==> config.mk <==
export PLATFORM = sky130hd
export DESIGN_NAME = sesenc_top
export DESIGN_NICKNAME = d
export VERILOG_FILES = /design/src/verilog/sesenc_pkg.sv /design/src/verilog/sesenc_fifo.sv /design/src/verilog/sesenc_top.sv
export SDC_FILE = /design/constraint.sdc
export NUM_CORES = 1
export LEC_CHECK = 0
export ABC_AREA = 1
export BUFFER_PORTS_ARGS = -buffer_cell sky130_fd_sc_hd__buf_2
export CORE_AREA = 2 2 170 238
export CTS_CLUSTER_SIZE = 28
export DETAILED_ROUTE_END_ITERATION = 12
export DIE_AREA = 0 0 172 240
export GPL_ROUTABILITY_DRIVEN = 0
export PLACE_DENSITY = 0.53
export SYNTH_ARGS = -nofsm -noshare
export SYNTH_HDL_FRONTEND = slang
export SYNTH_SLANG_ARGS = --single-unit
==> constraint.sdc <==
create_clock -name clk -period 3.68 [get_ports clk]
set_clock_uncertainty 0.15 [all_clocks]
set_input_delay 0.184 -clock clk [delete_from_list [all_inputs] [get_ports clk]]
set_output_delay 0.184 -clock clk [all_outputs]
set_load 0.1 [all_outputs]
==> src/verilog/sesenc_pkg.sv <==
// Constants shared by the error-status frame encoder and its testbench.
`default_nettype none
package sesenc_pkg;
  // Register byte offsets on the APB bus.
  localparam logic [7:0] SESENC_OFS_CTRL = 8'h00;
  localparam logic [7:0] SESENC_OFS_COND = 8'h04;
  localparam logic [7:0] SESENC_OFS_STAT = 8'h08;
  localparam logic [7:0] SESENC_OFS_FCNT = 8'h0c;
  // Control register field positions.
  localparam int SESENC_CTRL_EN = 0;
  localparam int SESENC_CTRL_FMT_LO = 1;
  localparam int SESENC_CTRL_ERR_IM6 = 4;
  localparam int SESENC_CTRL_RR_IND = 5;
  localparam int SESENC_CTRL_NOFLAG = 6;
  localparam int SESENC_CTRL_SERIAL = 7;
  localparam logic [7:0] SESENC_CTRL_RST = 8'h00;
  // Condition register field positions and reset value.
  localparam int SESENC_COND_CH1_LO = 0;
  localparam int SESENC_COND_CH2_LO = 4;
  localparam logic [2:0] SESENC_COND_RST = 3'h6;
  // Status register field positions.
  localparam int SESENC_STAT_CNT_LO = 0;
  localparam int SESENC_STAT_BUSY = 8;
  localparam int SESENC_STAT_SER = 9;
  localparam int SESENC_STAT_FIFO_RDY = 10;
  // Sensor conditions.
  localparam logic [2:0] SESENC_C_OK = 3'h0;
  localparam logic [2:0] SESENC_C_PROD = 3'h1;
  localparam logic [2:0] SESENC_C_ERR = 3'h2;
  localparam logic [2:0] SESENC_C_FAULT = 3'h3;
  localparam logic [2:0] SESENC_C_INV = 3'h4;
  localparam logic [2:0] SESENC_C_RED = 3'h5;
  localparam logic [2:0] SESENC_C_INIT = 3'h6;
  // Frame formats.
  localparam logic [2:0] SESENC_F_DUAL12 = 3'h0;
  localparam logic [2:0] SESENC_F_SINGLE12 = 3'h1;
  localparam logic [2:0] SESENC_F_SINGLE16 = 3'h2;
  localparam logic [2:0] SESENC_F_SECURE = 3'h3;
  localparam logic [2:0] SESENC_F_ZERO = 3'h4;
  localparam logic [2:0] SESENC_F_DUAL14 = 3'h5;
  localparam logic [2:0] SESENC_F_DUAL16 = 3'h6;
  // Reserved indicator codes placed in a channel's data field.
  localparam logic [15:0] SESENC_IM0 = 16'h0000;
  localparam logic [15:0] SESENC_IM1 = 16'h0001;
  localparam logic [15:0] SESENC_IM5 = 16'h0005;
  localparam logic [15:0] SESENC_IM6 = 16'h0006;
  localparam logic [15:0] SESENC_IM7 = 16'h0007;
  // Measurement widths and rolling counter reset value.
  localparam int SESENC_CH1_W = 16;
  localparam int SESENC_CH2_W = 12;
  localparam logic [7:0] SESENC_CNT_RST = 8'h00;
endpackage
`default_nettype wire

==> src/verilog/sesenc_fifo.sv <==
// Small synchronous FIFO holding measurement words ahead of the frame builder.
`timescale 1ns/1ns
`default_nettype none
module sesenc_fifo #(
  parameter int WIDTH = 28,
  parameter int DEPTH = 4
) (
  input wire logic clk, // Block clock.
  input wire logic nrst, // Asynchronous reset, active low.
  input wire logic in_valid, // Source offers a word.
  output logic in_ready, // Space is free; registered.
  input wire logic [WIDTH-1:0] in_data, // Word offered.
  output logic out_valid, // A word is held; registered.
  input wire logic out_ready, // Drain takes the head word.
  output logic [WIDTH-1:0] out_data // Head word.
);
  localparam int AW = $clog2(DEPTH);

  // Elaboration check: the wrapping pointers only work for a power-of-two depth.
  if (DEPTH < 2 || (DEPTH & (DEPTH - 1)) != 0 || WIDTH < 1) begin : g_param_check
    $error("sesenc_fifo: DEPTH must be a power of two of at least 2, WIDTH positive");
  end

  logic [WIDTH-1:0] mem [DEPTH];
  logic [AW-1:0] wr_q;
  logic [AW-1:0] rd_q;
  logic [AW:0] cnt_q;
  logic [AW:0] cnt_d;
  logic push;
  logic pop;

  // Handshakes only fire on flags that are already registered.
  assign push = in_valid && in_ready;
  assign pop = out_valid && out_ready;
  assign out_data = mem[rd_q];

  always_comb begin
    cnt_d = cnt_q;
    if (push && !pop) begin
      cnt_d = cnt_q + 1'b1;
    end else if (pop && !push) begin
      cnt_d = cnt_q - 1'b1;
    end
  end

  // Storage has no reset; only pointers and flags need a defined value.
  always_ff @(posedge clk) begin
    if (push) begin
      mem[wr_q] <= in_data;
    end
  end

  // Pointers, fill count and the registered ready and valid flags.
  always_ff @(posedge clk or negedge nrst) begin
    if (!nrst) begin
      wr_q <= '0;
      rd_q <= '0;
      cnt_q <= '0;
      in_ready <= 1'b0;
      out_valid <= 1'b0;
    end else begin
      if (push) begin
        wr_q <= wr_q + 1'b1;
      end
      if (pop) begin
        rd_q <= rd_q + 1'b1;
      end
      cnt_q <= cnt_d;
      in_ready <= (cnt_d != DEPTH[AW:0]);
      out_valid <= (cnt_d != '0);
    end
  end
endmodule // sesenc_fifo
`default_nettype wire

==> src/verilog/sesenc_top.sv <==
// Error-flag and data-nibble encoder for a single-edge nibble sensor transmitter.
`timescale 1ns/1ns
`default_nettype none
// Overview of operation
// Status bit 0 flags fast channel 1, bit 1 flags fast channel 2.
// Flag is 0 for valid data and initialization, 1 for any error condition.
// Data nibbles carry measurement or the reserved indicator chosen per condition.
// Dual formats place channel 2 from nibble 4, 4 or 5 per format.
// Single-channel formats use only bit 0; data in nibbles 1-3 or 1-4.
// Four-nibble single format may leave the error flag unused.
// Secure format sends rolling counter and inverted nibble 1 in nibbles 4-6; nibbles 4-6 are zero here for PROD, FAULT and INIT.
// Trailing-zero format drives nibbles 4-6 to zero outside production state.
// Reduced reliability sends measurement or indicator 7, as software selects.
// Checksum excludes the status nibble; flags are not checksum protected.
// Receiver should debounce the error flags rather than act on one.
// Restricted accuracy raises the flag and reports over the serial channel.
// Serial status may run while measurement continues on fast channels.
// Receiver prefers serial-channel information over the fast-channel indicator.
// Every don't-care flag or nibble is driven to zero.
module sesenc_top
  import sesenc_pkg::*;
#(
  parameter int FIFO_DEPTH = 4
) (
  input wire logic clk, // 10 MHz block clock.
  input wire logic nrst, // Asynchronous reset, active low.
  input wire logic psel, // APB select.
  input wire logic penable, // APB access phase.
  input wire logic pwrite, // APB write when high.
  input wire logic [7:0] paddr, // APB byte address.
  input wire logic [31:0] pwdata, // APB write data.
  output logic [31:0] prdata, // APB read data.
  output logic pready, // APB ready.
  output logic pslverr, // APB error for unmapped address.
  input wire logic meas_valid, // Measurement word offered.
  output logic meas_ready, // Measurement buffer has room.
  input wire logic [SESENC_CH1_W-1:0] meas_ch1, // Channel 1 measurement value.
  input wire logic [SESENC_CH2_W-1:0] meas_ch2, // Channel 2 measurement value.
  output logic frame_valid, // Frame contents are offered.
  input wire logic frame_ready, // Nibble timer takes the frame.
  output logic [1:0] frame_flags, // Status nibble bits 1 and 0.
  output logic [23:0] frame_data, // Data nibbles, nibble 1 in bits 23:20.
  output logic ser_err_valid, // Error status pending for the serial channel.
  output logic [2:0] ser_err_code // Condition reported over the serial channel.
);
  // A buffer word carries both channels, so they always reach the same frame together.
  localparam int FW = SESENC_CH1_W + SESENC_CH2_W;

  // Elaboration check: the buffer's wrapping pointers need a power-of-two depth.
  if (FIFO_DEPTH < 2 || (FIFO_DEPTH & (FIFO_DEPTH - 1)) != 0) begin : g_depth_check
    $error("sesenc_top: FIFO_DEPTH must be a power of two of at least 2");
  end

  // One-hot slot state: idle waits for a word, send holds the frame until it is taken.
  typedef enum logic [1:0] {
    ST_IDLE = 2'b01,
    ST_SEND = 2'b10
  } sesenc_state_t;

  // Registered state: slot, software registers, rolling counter and frame tally.
  sesenc_state_t state_q;
  logic [7:0] ctrl_q;
  logic [2:0] cond1_q;
  logic [2:0] cond2_q;
  logic [7:0] roll_q;
  logic [15:0] fcnt_q;
  // Buffer handshake, decoded control and the combinational frame image.
  logic fifo_valid;
  logic fifo_pop;
  logic [FW-1:0] fifo_data;
  logic [2:0] fmt;
  logic en;
  logic apb_wr;
  logic apb_map;
  logic [31:0] rd_d;
  logic [15:0] v1;
  logic [15:0] v2;
  logic f1;
  logic f2;
  logic [1:0] flags_d;
  logic [23:0] data_d;
  logic si_used;
  logic [11:0] si_val;

  // Decoded control fields; both are read straight from the control register.
  assign en = ctrl_q[SESENC_CTRL_EN];
  assign fmt = ctrl_q[SESENC_CTRL_FMT_LO +: 3];

  // A channel's error flag: set for every failure kind, clear otherwise.
  // Production state could leave it free, but it is driven low so frames repeat exactly.
  function automatic logic err_flag(input logic [2:0] c);
    return (c == SESENC_C_ERR) || (c == SESENC_C_FAULT) ||
           (c == SESENC_C_INV) || (c == SESENC_C_RED);
  endfunction

  // Field contents of one channel for its condition.
  // Code 7 is unused; it yields an all-zero field rather than stale measurement bits.
  function automatic logic [15:0] chan_val(input logic [2:0] c, input logic [15:0] m,
                                           input logic im6, input logic rr_ind);
    unique case (c)
      SESENC_C_OK: return m;
      SESENC_C_PROD: return SESENC_IM1;
      SESENC_C_ERR: return im6 ? SESENC_IM6 : SESENC_IM5;
      SESENC_C_FAULT: return SESENC_IM6;
      SESENC_C_INV: return SESENC_IM7;
      SESENC_C_RED: return rr_ind ? SESENC_IM7 : m;
      SESENC_C_INIT: return SESENC_IM0;
      default: return 16'h0000;
    endcase
  endfunction

  // Measurement buffer; its ready stalls the upstream sampler directly.
  sesenc_fifo #(
    .WIDTH(FW),
    .DEPTH(FIFO_DEPTH)
  ) u_fifo (
    .clk(clk),
    .nrst(nrst),
    .in_valid(meas_valid),
    .in_ready(meas_ready),
    .in_data({meas_ch1, meas_ch2}),
    .out_valid(fifo_valid),
    .out_ready(fifo_pop),
    .out_data(fifo_data)
  );

  // A word is taken only when the frame slot is free.
  // A disabled encoder leaves words waiting, so enabling it later sends them in order.
  assign fifo_pop = (state_q == ST_IDLE) && en && fifo_valid;

  // Channel values and flags for the word at the buffer head.
  always_comb begin
    v1 = chan_val(cond1_q, fifo_data[FW-1 -: SESENC_CH1_W],
                  ctrl_q[SESENC_CTRL_ERR_IM6], ctrl_q[SESENC_CTRL_RR_IND]);
    v2 = chan_val(cond2_q, {4'h0, fifo_data[SESENC_CH2_W-1:0]},
                  ctrl_q[SESENC_CTRL_ERR_IM6], ctrl_q[SESENC_CTRL_RR_IND]);
    f1 = err_flag(cond1_q);
    f2 = err_flag(cond2_q);
  end

  // Secure information is sent only for the OK, ERR, INV and RED conditions.
  // The inverted copy follows the field after indicator selection, as nibble 1 is sent.
  always_comb begin
    si_used = (cond1_q == SESENC_C_OK) || (cond1_q == SESENC_C_ERR) ||
              (cond1_q == SESENC_C_INV) || (cond1_q == SESENC_C_RED);
    si_val = si_used ? {roll_q, ~v1[11:8]} : 12'h000;
  end

  // Frame assembly per format; the status nibble stays a separate output.
  // Format code 7 is unused and sends an all-zero frame with both flags low.
  always_comb begin
    flags_d = 2'b00;
    data_d = 24'h000000;
    unique case (fmt)
      SESENC_F_DUAL12: begin
        flags_d = {f2, f1};
        data_d = {v1[11:0], v2[3:0], v2[7:4], v2[11:8]};
      end
      SESENC_F_DUAL14: begin
        flags_d = {f2, f1};
        data_d = {v1[13:0], v2[1:0], v2[5:2], v2[9:6]};
      end
      SESENC_F_DUAL16: begin
        flags_d = {f2, f1};
        data_d = {v1[15:0], v2[3:0], v2[7:4]};
      end
      SESENC_F_SINGLE12: begin
        flags_d = {1'b0, f1};
        data_d = {v1[11:0], 12'h000};
      end
      SESENC_F_SINGLE16: begin
        flags_d = {1'b0, f1 && !ctrl_q[SESENC_CTRL_NOFLAG]};
        data_d = {v1[15:0], 8'h00};
      end
      SESENC_F_SECURE: begin
        flags_d = {1'b0, f1};
        data_d = {v1[11:0], si_val};
      end
      SESENC_F_ZERO: begin
        flags_d = {1'b0, f1};
        data_d = {v1[11:0], 12'h000};
      end
      default: begin
        flags_d = 2'b00;
        data_d = 24'h000000;
      end
    endcase
  end

  // Frame slot: load on a pop, hold until the nibble timer accepts it.
  // Holding the whole frame keeps flags and nibbles of one word together on a stall.
  // The checksum is formed downstream over frame_data only. R10
  always_ff @(posedge clk or negedge nrst) begin
    if (!nrst) begin
      state_q <= ST_IDLE;
      frame_valid <= 1'b0;
      frame_flags <= 2'b00;
      frame_data <= 24'h000000;
    end else begin
      unique case (state_q)
        ST_IDLE: begin
          if (fifo_pop) begin
            frame_flags <= flags_d;
            frame_data <= data_d;
            frame_valid <= 1'b1;
            state_q <= ST_SEND;
          end
        end
        ST_SEND: begin
          if (frame_ready) begin
            frame_valid <= 1'b0;
            state_q <= ST_IDLE;
          end
        end
        default: begin
          frame_valid <= 1'b0;
          state_q <= ST_IDLE;
        end
      endcase
    end
  end

  // Rolling counter steps once per secure frame handed over, and a frame tally.
  // Both wrap silently; the receiver only checks that the rolling counter moves on.
  always_ff @(posedge clk or negedge nrst) begin
    if (!nrst) begin
      roll_q <= SESENC_CNT_RST;
      fcnt_q <= 16'h0000;
    end else if (state_q == ST_SEND && frame_ready) begin
      fcnt_q <= fcnt_q + 16'h0001;
      if (fmt == SESENC_F_SECURE) begin
        roll_q <= roll_q + 8'h01;
      end
    end
  end

  // Serial-channel error status runs beside the fast channels, channel 1 first.
  // Limitation: one code at a time, so a channel 2 fault waits until channel 1 is clean.
  always_ff @(posedge clk or negedge nrst) begin
    if (!nrst) begin
      ser_err_valid <= 1'b0;
      ser_err_code <= SESENC_C_OK;
    end else if (ctrl_q[SESENC_CTRL_SERIAL] && en && err_flag(cond1_q)) begin
      ser_err_valid <= 1'b1;
      ser_err_code <= cond1_q;
    end else if (ctrl_q[SESENC_CTRL_SERIAL] && en && err_flag(cond2_q) &&
                 fmt inside {SESENC_F_DUAL12, SESENC_F_DUAL14, SESENC_F_DUAL16}) begin
      ser_err_valid <= 1'b1;
      ser_err_code <= cond2_q;
    end else begin
      ser_err_valid <= 1'b0;
      ser_err_code <= SESENC_C_OK;
    end
  end

  // APB decode; the slave answers in the first access cycle.
  assign apb_map = (paddr == SESENC_OFS_CTRL) || (paddr == SESENC_OFS_COND) ||
                   (paddr == SESENC_OFS_STAT) || (paddr == SESENC_OFS_FCNT);
  assign apb_wr = psel && penable && pready && pwrite;

  // Read multiplexer; unused bits read as zero so software need not mask them.
  always_comb begin
    rd_d = 32'h00000000;
    unique case (paddr)
      SESENC_OFS_CTRL: rd_d = {24'h000000, ctrl_q};
      SESENC_OFS_COND: rd_d = {25'h0000000, cond2_q, 1'b0, cond1_q};
      SESENC_OFS_STAT: rd_d = {21'h000000, meas_ready, ser_err_valid,
                               frame_valid, roll_q};
      SESENC_OFS_FCNT: rd_d = {16'h0000, fcnt_q};
      default: rd_d = 32'h00000000;
    endcase
  end

  // Ready, error and read data are registered during the setup cycle.
  // Registering them costs no wait state, as the access cycle always follows setup.
  always_ff @(posedge clk or negedge nrst) begin
    if (!nrst) begin
      pready <= 1'b0;
      pslverr <= 1'b0;
      prdata <= 32'h00000000;
    end else begin
      pready <= psel && !penable;
      pslverr <= psel && !penable && !apb_map;
      prdata <= (psel && !penable && !pwrite) ? rd_d : 32'h00000000;
    end
  end

  // Software-written control and per-channel condition registers.
  // An unmapped write falls through both offset compares and changes nothing.
  always_ff @(posedge clk or negedge nrst) begin
    if (!nrst) begin
      ctrl_q <= SESENC_CTRL_RST;
      cond1_q <= SESENC_COND_RST;
      cond2_q <= SESENC_COND_RST;
    end else if (apb_wr && paddr == SESENC_OFS_CTRL) begin
      ctrl_q <= pwdata[7:0];
    end else if (apb_wr && paddr == SESENC_OFS_COND) begin
      cond1_q <= pwdata[SESENC_COND_CH1_LO +: 3];
      cond2_q <= pwdata[SESENC_COND_CH2_LO +: 3];
    end
  end
endmodule // sesenc_top
`default_nettype wire

==> flow_summary_export.csv, run 1 <==
group,metric,value,unit
clocking,clock_sinks,209,
final_layout,fillCellCount,4176,
synthesis,synth-edff-count,112,
sta,fmax,432.2,MHz
sta,period_share,62.87,%
critical_path,startpoint,"ctrl_q[1]",
clocking,cts.clk_slew.worst_paths,0.06,ns
critical_path,crit_type,"flop to flop",
sta,fin_ws,1.366,ns
grt,grt_max_degree,60,
die,die_h,240,um
die,rows,86,
die,core_area,39170,um2
synthesis,ys_types,38,
final_layout,finalCoreUtilization,30.27,%
sta,period_minus_slack,2.314,ns
route,dr.first_iter.drc_count,486,
synthesis,ys_seq_area_share,59.87,%
critical_path,worstPathMaxFanout,15,
clocking,cts_resized,0,
route,routed_wl,25.23,mm
sta,slew_headroom,23.98,%
status,status,"completed",
pwr,p_per_area,512.5,nW/um2
route,drt-vias-per-instance,4.194,
critical_path,required,3.98,ns
die,start_util,24.72,%
final_layout,synthToLayoutAreaGrowth,22.46,%
clocking,cts_buffers,24,
final_layout,layout.nets,1273,
critical_path,r2r-start,"ctrl_q[1]",
placement,hpwl,17.60,mm
grt,grt_usage,12.34,%
final_layout,antenna_cells,0,
route,drc,0,
sta,fin_tns_setup,0,ns
final_layout,final_cell_mix,"nand2_1 (308), edfxtp_1 (112), nor2_1 (111)",
grt,grt_overflow,0,
placement,io_buffers,100,
synthesis,async_reset_ff_share,46.41,%
route,vias,7280,
route,drt_pass1_iterations,5,
critical_path,rr_endpoint,"frame_data[12]",
clocking,postCtsSetupBuffers,0,
synthesis,synth_area,9682,um2
clocking,tritoncts,"built",
synthesis,yosys_most_used_dff,"edfxtp_1",
critical_path,arrival,2.61,ns
placement,post-place-ws,1.282,ns
clocking,clockRootBuffer,"clkbuf_16",
sta,rsz0062_at_grt,"false",
synthesis,ys_warn_count,0,
final_layout,fin_area,11860,um2
critical_path,reg2reg_slack,1.37,ns
synthesis,synth_area_per_cell,9.247,um2
grt,grt_pass1_wl,39.36,mm
clocking,cts_max_level,1,
sta,slew_violations,0,
critical_path,crit_end,"frame_data[12]",
die,io_pins,141,
final_layout,final_cell_count_no_fill,1736,
sta,hold_violations,0,
pwr,ir_worst_vdd,293.6,uV
critical_path,reg2reg_depth,7,
worst_hold_path,min-delay-start,"psel",
synthesis,syn_inst,1047,
synthesis,ys_ff_latch,209,
placement,dp_cells,1649,
critical_path,start_kind,"flop",
clocking,clk_latency,0.51,ns
clocking,clockBufferDepth,3,
grt,antenna_found_initial,1,
placement,placed_area,10700,um2
pwr,p_leak,5.493,nW
pwr,finalPower,6.076,mW
final_layout,layout_commonest_cell,"nand2_1",
die,die_area,41280,um2
route,wire_per_inst,14.54,um
sta,hold_ws,0.03639,ns
final_layout,drive_gt1_share,14.32,%
critical_path,end_kind,"flop",
worst_hold_path,hp-class,"primary input to flop",
sta,setup_viol,0,
flow_run,cap_violations,0,
route,postRouteAntennaNets,0,
grt,grt_pass1_vias,7095,
die,die_width,172,um
sta,worst_pin_slew,1.139,ns
## repair_timing
item,4_1_cts,5_1_grt
endpoints found under the setup margin,0,0
endpoints found under the hold margin,194,0
hold buffers,43,0
## per-layer routing
layer | routed length [um] | vias up | track usage, %
met3 | 1193 | 41 | 1.926
li1 | - | 3643 | -
met1 | 10620 | 3410 | 14.96
met5 | 11 | - | 0
met4 | 514 | 2 | 3.081
met2 | 12900 | 184 | 22.62
## worst max-delay path, cell delays in order (launching register included)
cell and delay (ns):
dfrtp_1 0.53, nor2_1 0.09, buf_4 0.20, a21oi_1 0.79
nand3_1 0.18, nand3_1 0.14, nand2_1 0.09, nand2_1 0.07
## registers in the layout, indices dropped and copies added (netlist names)
| name | cells |
|---|---|
| u_fifo.mem | 112 |
| frame_data | 24 |
| fcnt_q | 16 |
| prdata | 16 |
| ctrl_q | 8 |
| roll_q | 8 |
| cond1_q | 3 |
| cond2_q | 3 |
| ser_err_code | 3 |
| u_fifo.cnt_q | 3 |
| frame_flags | 2 |
| u_fifo.rd_q | 2 |
| u_fifo.wr_q | 2 |
| frame_valid | 1 |
| pready | 1 |
| pslverr | 1 |
| ser_err_valid | 1 |
| state_q | 1 |
| u_fifo.in_ready | 1 |
| u_fifo.out_valid | 1 |
## logic make-up after synthesis
logic type | count (synthesis) | share of synthesized area (%)
AOI/OAI and AO/OA | 109 | 6.152
xor gates and xnor gates | 23 | 2.081
adders and majority gates | 8 | 1.034
buffers and inverters | 161 | 7.366
DFF | 209 | 59.87
muxes | 1 | 0.1163
other | 1 | 0.03873
and+or+nand+nor | 535 | 23.34
## power breakdown
group          leakage, nW  switching, mW  internal, mW
clock                0.351          0.906          1.29
combinational         2.86          0.735         0.245
sequential            2.28         0.0841          2.82
## synthesized netlist by cell type (3+ instances only)
cell type / number / share of area [%]
inv_1: 105 / 4.1
xnor2_1: 3 / 0.27
clkbuf_1: 11 / 0.43
nor2_2: 3 / 0.19
nor3_1: 11 / 0.57
dfstp_2: 5 / 1.4
nor2_1: 115 / 4.5
o211ai_1: 8 / 0.62
nor2_4: 3 / 0.35
nand3_1: 79 / 4.1
buf_4: 18 / 1.4
a21oi_1: 10 / 0.52
nand2_1: 308 / 12
dfrtp_1: 92 / 24
o21ai_0: 77 / 4.0
buf_2: 21 / 1.1
edfxtp_1: 112 / 35
nand4_1: 4 / 0.26
o22ai_1: 9 / 0.58
xor2_1: 20 / 1.8
ha_1: 8 / 1.0
## how the worst min path moves through the flow
stage	slack, ns	endpoint	cells after the start
floorplan	-0.26	cond1_q[0]	0
global placement	0.13	ser_err_code[0]	1
detailed placement	0.13	ser_err_code[0]	1
CTS	0.02	prdata[7]	6
global route	0.05	prdata[5]	5
finish	0.04	prdata[15]	5
## area by class of cell
| class | instances | area [um2] | area share (%) |
|---|---|---|---|
| timing repair buffer | 156 | 1031 | 8.696 |
| clock buffer | 38 | 694.4 | 5.857 |
| inverter | 107 | 401.6 | 3.387 |
| clock inverter | 6 | 33.78 | 0.2849 |
| multi-input combinational | 692 | 3238 | 27.31 |
| sequential | 209 | 5797 | 48.89 |
| tap | 528 | 660.6 | 5.572 |
Power figures use the tool's default switching activity.
==> run 2: changes to the inputs <==
clock period = 2.15 ns   (was 3.68 ns; I/O delays follow)
==> run 2 against run 1 <==
Sequential power up 71%. Clock-buffer cell count shrank 3. Routed wire length is 3.7% higher. Hold slack worse by 0.012 ns. Critical endpoint is now frame_data[2]. Largest power group unchanged.
==> flow_summary_export.csv, run 2 (synthesis results as in run 1) <==
group,metric,value,unit
clocking,cts_max_level,1,
sta,worst_pin_slew,0.5831,ns
clocking,clock_sinks,209,
status,status,"completed",
critical_path,crit_type,"flop to flop",
die,core_area,39170,um2
sta,fin_tns_setup,0,ns
grt,grt_usage,12.68,%
final_layout,largest_registers,"u_fifo.mem x112, frame_data x24",
grt,use_met1,15.19,%
sta,setup_viol,0,
worst_hold_path,hp-class,"primary input to flop",
critical_path,required,2.42,ns
clocking,cts.clk_slew.worst_paths,0.06,ns
clocking,clk_latency,0.54,ns
placement,placed_area,10930,um2
critical_path,reg2reg_depth,9,
critical_path,crit_path_frequent_cell,"nand2_1",
critical_path,critPathSlowestCell,"dfrtp_1",
route,routed_wl,26.17,mm
placement,post-place-ws,0.1292,ns
final_layout,layout_commonest_cell,"nand2_1",
final_layout,layout.nets,1294,
grt,grt_overflow,0,
die,io_pins,141,
die,die_h,240,um
grt,grt_pass1_vias,7213,
final_layout,synthToLayoutAreaGrowth,26.51,%
sta,slew_violations,0,
route,vias,7454,
pwr,p_per_area,894.4,nW/um2
route,dr.first_iter.drc_count,385,
critical_path,start_kind,"flop",
pwr,p_leak,5.666,nW
grt,grt_max_degree,56,
final_layout,top_register,"u_fifo.mem",
clocking,postCtsSetupBuffers,0,
die,rows,86,
route,drt-vias-per-instance,4.240,
sta,fmax,503.4,MHz
sta,fin_ws,0.1637,ns
route,drt_pass1_iterations,5,
route,postRouteAntennaNets,0,
grt,grt_use_met3,2.486,%
clocking,tritoncts,"built",
final_layout,drive_gt1_share,16.18,%
placement,hpwl,18.10,mm
pwr,ir_worst_vdd,669.0,uV
critical_path,cp_slowest_stage_delay,0.41,ns
sta,period_share,92.39,%
final_layout,finalCoreUtilization,31.27,%
placement,io_buffers,100,
die,die_area,41280,um2
sta,period_minus_slack,1.986,ns
grt,antenna_found_initial,2,
final_layout,final_cell_mix,"nand2_1 (308), edfxtp_1 (112), nor2_1 (110)",
flow_run,cap_violations,0,
sta,hold_violations,0,
critical_path,worstPathCellList,"inv_1 > buf_4 > nor2_1 > o21ai_0 > nand2_1 > nand2_1 > nand2_1 > o21ai_0 > nand2_1",
clocking,cts_buffers,25,
die,start_util,24.72,%
clocking,clockRootBuffer,"clkbuf_16",
route,wire_per_inst,14.89,um
grt,busiest_layer,"met2",
worst_hold_path,min_path_cells,4,
grt,grt_pass1_wl,39.94,mm
critical_path,arrival,2.26,ns
final_layout,fin_area,12250,um2
final_layout,largest_reg_flops,112,
critical_path,end_kind,"flop",
final_layout,fillCellCount,4144,
sta,rsz0062_at_grt,"false",
route,drc,0,
final_layout,antenna_cells,0,
sta,slew_headroom,60.72,%
grt,grtUsageMet2,22.51,%
clocking,clockBufferDepth,3,
die,die_width,172,um
critical_path,worstPathMaxFanout,21,
run 2: cell type report:
class                      count  area [um2]  area share [%]
inverter                     107       401.6           3.279
sequential                   209        5799           47.35
multi-input combinational    692        3264           26.65
clock buffer                  35       714.4           5.833
clock inverter                11       103.9          0.8479
timing repair buffer         176        1304           10.64
tap                          528       660.6           5.394
run 2: where the power goes:
group          internal, mW  switching (mW)
combinational         0.528            1.32
clock                  2.46            1.68
sequential             4.82           0.147
total                  7.80            3.15
run 2: worst paths after layout:
| check | start | slack [ns] | to |
|---|---|---|---|
| worst max-delay path | u_fifo.rd_q[0] | 0.16 | frame_data[2] |
| worst min-delay path | paddr[3] | 0.02 | cond1_q[1] |
| worst max register to register | u_fifo.rd_q[0] | 0.16 | frame_data[2] |
| worst min register to register | fcnt_q[15] | 0.32 | fcnt_q[15] |
| max in group asynchronous | nrst | 1.54 | cond1_q[2] |
| min in group asynchronous | nrst | 0.03 | frame_data[15] |
run 2: timing repair:
action,4_1_cts,5_1_grt
endpoints found under the setup margin,0,5
hold buffers,48,0
resized for setup,0,2
endpoints found under the hold margin,240,0
run 2: metal layers:
layer | up-vias | part of all wire, %
met5 | - | 0.11
met4 | 4 | 3.4
met2 | 216 | 49
li1 | 3681 | -
met3 | 61 | 5.5
met1 | 3492 | 42
run 2: metrics by stage:
stage	hold slack [ns]	total power [mW]	std cells
6_report	0.02477	10.95	1758
5_1_grt	0.06123	11.45	1758
4_1_cts	0.01819	11.09	1758
3_5_place_dp	-0.01672	6.850	1664
3_3_place_gp	-0.01894	6.818	1664
2_1_floorplan	-0.3381	6.187	1062
run 2: critical path, delay by kind of cell (launching register included):
kind | cells | cell delay (ns)
AND/OR/NAND/NOR | 5 | 0.41
flip-flops | 1 | 0.41
buffers and inverters | 2 | 0.40
AO/OA/AOI/OAI | 2 | 0.50
==> run 3: changes to the inputs <==
PLACE_DENSITY = not set   (was 0.53)
==> run 3 against run 2 <==
The flow now finishes with violations (negative hold slack). Die area stayed put. Combinational power hardly changed. Non-clock buffer count is 2 higher. Clock-buffer cell count is 7 lower. Register-to-register slack hardly changed. Largest cell class unchanged. Highest routed layer is now met4.
==> flow_summary_export.csv, run 3 (synthesis results as in run 1) <==
group,metric,value,unit
placement,dp_cells,1664,
critical_path,worstPathMaxFanout,12,
route,routed_wl,25.14,mm
flow_run,cap_violations,0,
route,dr.first_iter.drc_count,567,
clocking,cts_buffers,25,
grt,antenna_found_initial,0,
pwr,p_per_area,888.9,nW/um2
worst_hold_path,hp-class,"primary input to asynchronous set/reset pin",
critical_path,reg2reg_depth,9,
die,core_area,39170,um2
clocking,clk_latency,0.53,ns
final_layout,synthToLayoutAreaGrowth,26.51,%
critical_path,cp.buffers_inverters,4,
route,drt_pass1_iterations,7,
critical_path,crit_end,"cond1_q[1]",
critical_path,startpoint,"paddr[0]",
final_layout,drive_gt1_share,16.41,%
critical_path,crit_cells,8,
route,vias,7477,
sta,hold_ws,-0.001951,ns
die,die_width,172,um
status,status,"finished, violations left",
grt,grt_max_degree,46,
placement,post-place-ws,0.1009,ns
final_layout,top_register,"u_fifo.mem",
final_layout,layout_commonest_cell,"nand2_1",
grt,grt_overflow,0,
critical_path,rr_endpoint,"frame_data[2]",
clocking,cts.clk_slew.worst_paths,0.06,ns
grt,grt_use_met3,1.811,%
pwr,ir_worst_vdd,640.8,uV
sta,fmax,506.5,MHz
critical_path,worstPathCellList,"dlygate4sd3_1 > buf_2 > nor2_2 > inv_1 > nor3_1 > nand3_2 > o21ai_0 > dlygate4sd3_1",
clocking,cts_max_level,1,
sta,period_minus_slack,1.974,ns
clocking,clockRootBuffer,"clkbuf_16",
grt,busiest_layer,"met2",
critical_path,cp_slowest_stage_delay,0.58,ns
route,drt-vias-per-instance,4.251,
grt,grtUsageMet2,22.34,%
final_layout,fillCellCount,4055,
grt,grt_pass1_wl,39.55,mm
critical_path,reg2reg_slack,0.18,ns
route,postRouteAntennaNets,0,
final_layout,layout.nets,1296,
grt,grt_pass1_vias,7278,
sta,slew_headroom,59.00,%
critical_path,start_kind,"primary input",
critical_path,arrival,2.29,ns
final_layout,largest_registers,"u_fifo.mem x112, frame_data x24",
die,rows,86,
grt,grt_usage,12.29,%
die,die_area,41280,um2
pwr,finalPower,10.89,mW
route,wire_per_inst,14.29,um
route,drc,0,
sta,worst_pin_slew,0.6086,ns
final_layout,antenna_cells,0,
sta,rsz0062_at_grt,"true",
die,start_util,24.72,%
critical_path,r2r-start,"u_fifo.rd_q[0]",
sta,fin_ws,0.1755,ns
sta,setup_viol,0,
final_layout,final_cell_count_no_fill,1759,
critical_path,required,2.47,ns
final_layout,finalCoreUtilization,31.27,%
critical_path,critPathSlowestCell,"dlygate4sd3_1",
clocking,clockBufferDepth,3,
clocking,clock_sinks,209,
die,io_pins,141,
sta,period_share,91.84,%
grt,use_met1,15.00,%
critical_path,crit_path_frequent_cell,"dlygate4sd3_1",
placement,hpwl,17.97,mm
critical_path,end_kind,"flop",
final_layout,multiInputGateArea,3269,um2
clocking,postCtsSetupBuffers,0,
placement,placed_area,10920,um2
final_layout,register_area,5799,um2
placement,io_buffers,100,
clocking,tritoncts,"built",
sta,slew_violations,0,
critical_path,crit_type,"primary input to flop",
final_layout,final_cell_mix,"nand2_1 (308), edfxtp_1 (112), nor2_1 (110)",
die,die_h,240,um
sta,hold_violations,1,
final_layout,largest_reg_flops,112,
pwr,p_leak,5.679,nW
final_layout,fin_area,12250,um2
critical_path,path_delay_family,"buffers and inverters",
status,violations,"negative hold slack",
==> run 3: cell types whose count changed in the layout (fill, tap and decap cells not counted), sizes merged <==
cell         before  now
clkinvlp          1    2
clkbuf           35   28
clkinv            7    9
inv             109  111
bufinv            1    2
dlygate4sd3      47   49
==> run 3: per-layer routing <==
| layer | up-vias | share of wire [%] |
|---|---|---|
| li1 | 3696 | - |
| met3 | 36 | 5.4 |
| met4 | 0 | 2.4 |
| met1 | 3511 | 41 |
| met2 | 234 | 51 |
| met5 | - | 0 |
==> run 3: worst min path at each step <==
stage / to / slack, ns
2_1_floorplan: cond1_q[0] / -0.34
3_3_place_gp: ser_err_code[2] / -0.07
3_5_place_dp: prdata[4] / -0.07
4_1_cts: state_q[0] / 0.0002
5_1_grt: state_q[0] / 0.01
6_report: state_q[0] / -0.002
==> run 3: worst reg2reg max path, cell delays in order (launching register included) <==
cell     delay, ns
dfrtp_1       0.43
inv_1         0.14
buf_12        0.21
nor2_1        0.08
o21ai_0       0.34
nand2_1       0.13
nand2_1       0.08
nand2_1       0.05
o21ai_0       0.18
nand2_1       0.07
==> run 3: layout make-up <==
class | count | area share (%)
inverters | 107 | 3.279
clock inverters | 17 | 1.297
repair buffers | 178 | 10.71
flip-flops and latches | 209 | 47.35
well taps | 528 | 5.394
clock buffers | 28 | 5.281
multi-input cells | 692 | 26.69
==> run 3: metrics by stage <==
step | hold slack, ns | setup TNS (ns)
after global routing | 0.01119 | -0.04080
after global placement | -0.06640 | 0
after floorplan | -0.3381 | 0
after CTS | 0.0001986 | 0
final | -0.001951 | 0
after detailed placement | -0.06615 | 0
==> run 3: report_power, final <==
group	total [mW]	internal, mW	switching (mW)
Combinational	1.83	0.531	1.30
Sequential	4.97	4.82	0.153
Clock	4.08	2.42	1.66
==> run 3: timing repair <==
item	4_1_cts	5_1_grt
endpoints found under the setup margin	0	22
gates resized for setup	0	3
hold buffers	50	0
endpoints found under the hold margin	247	0
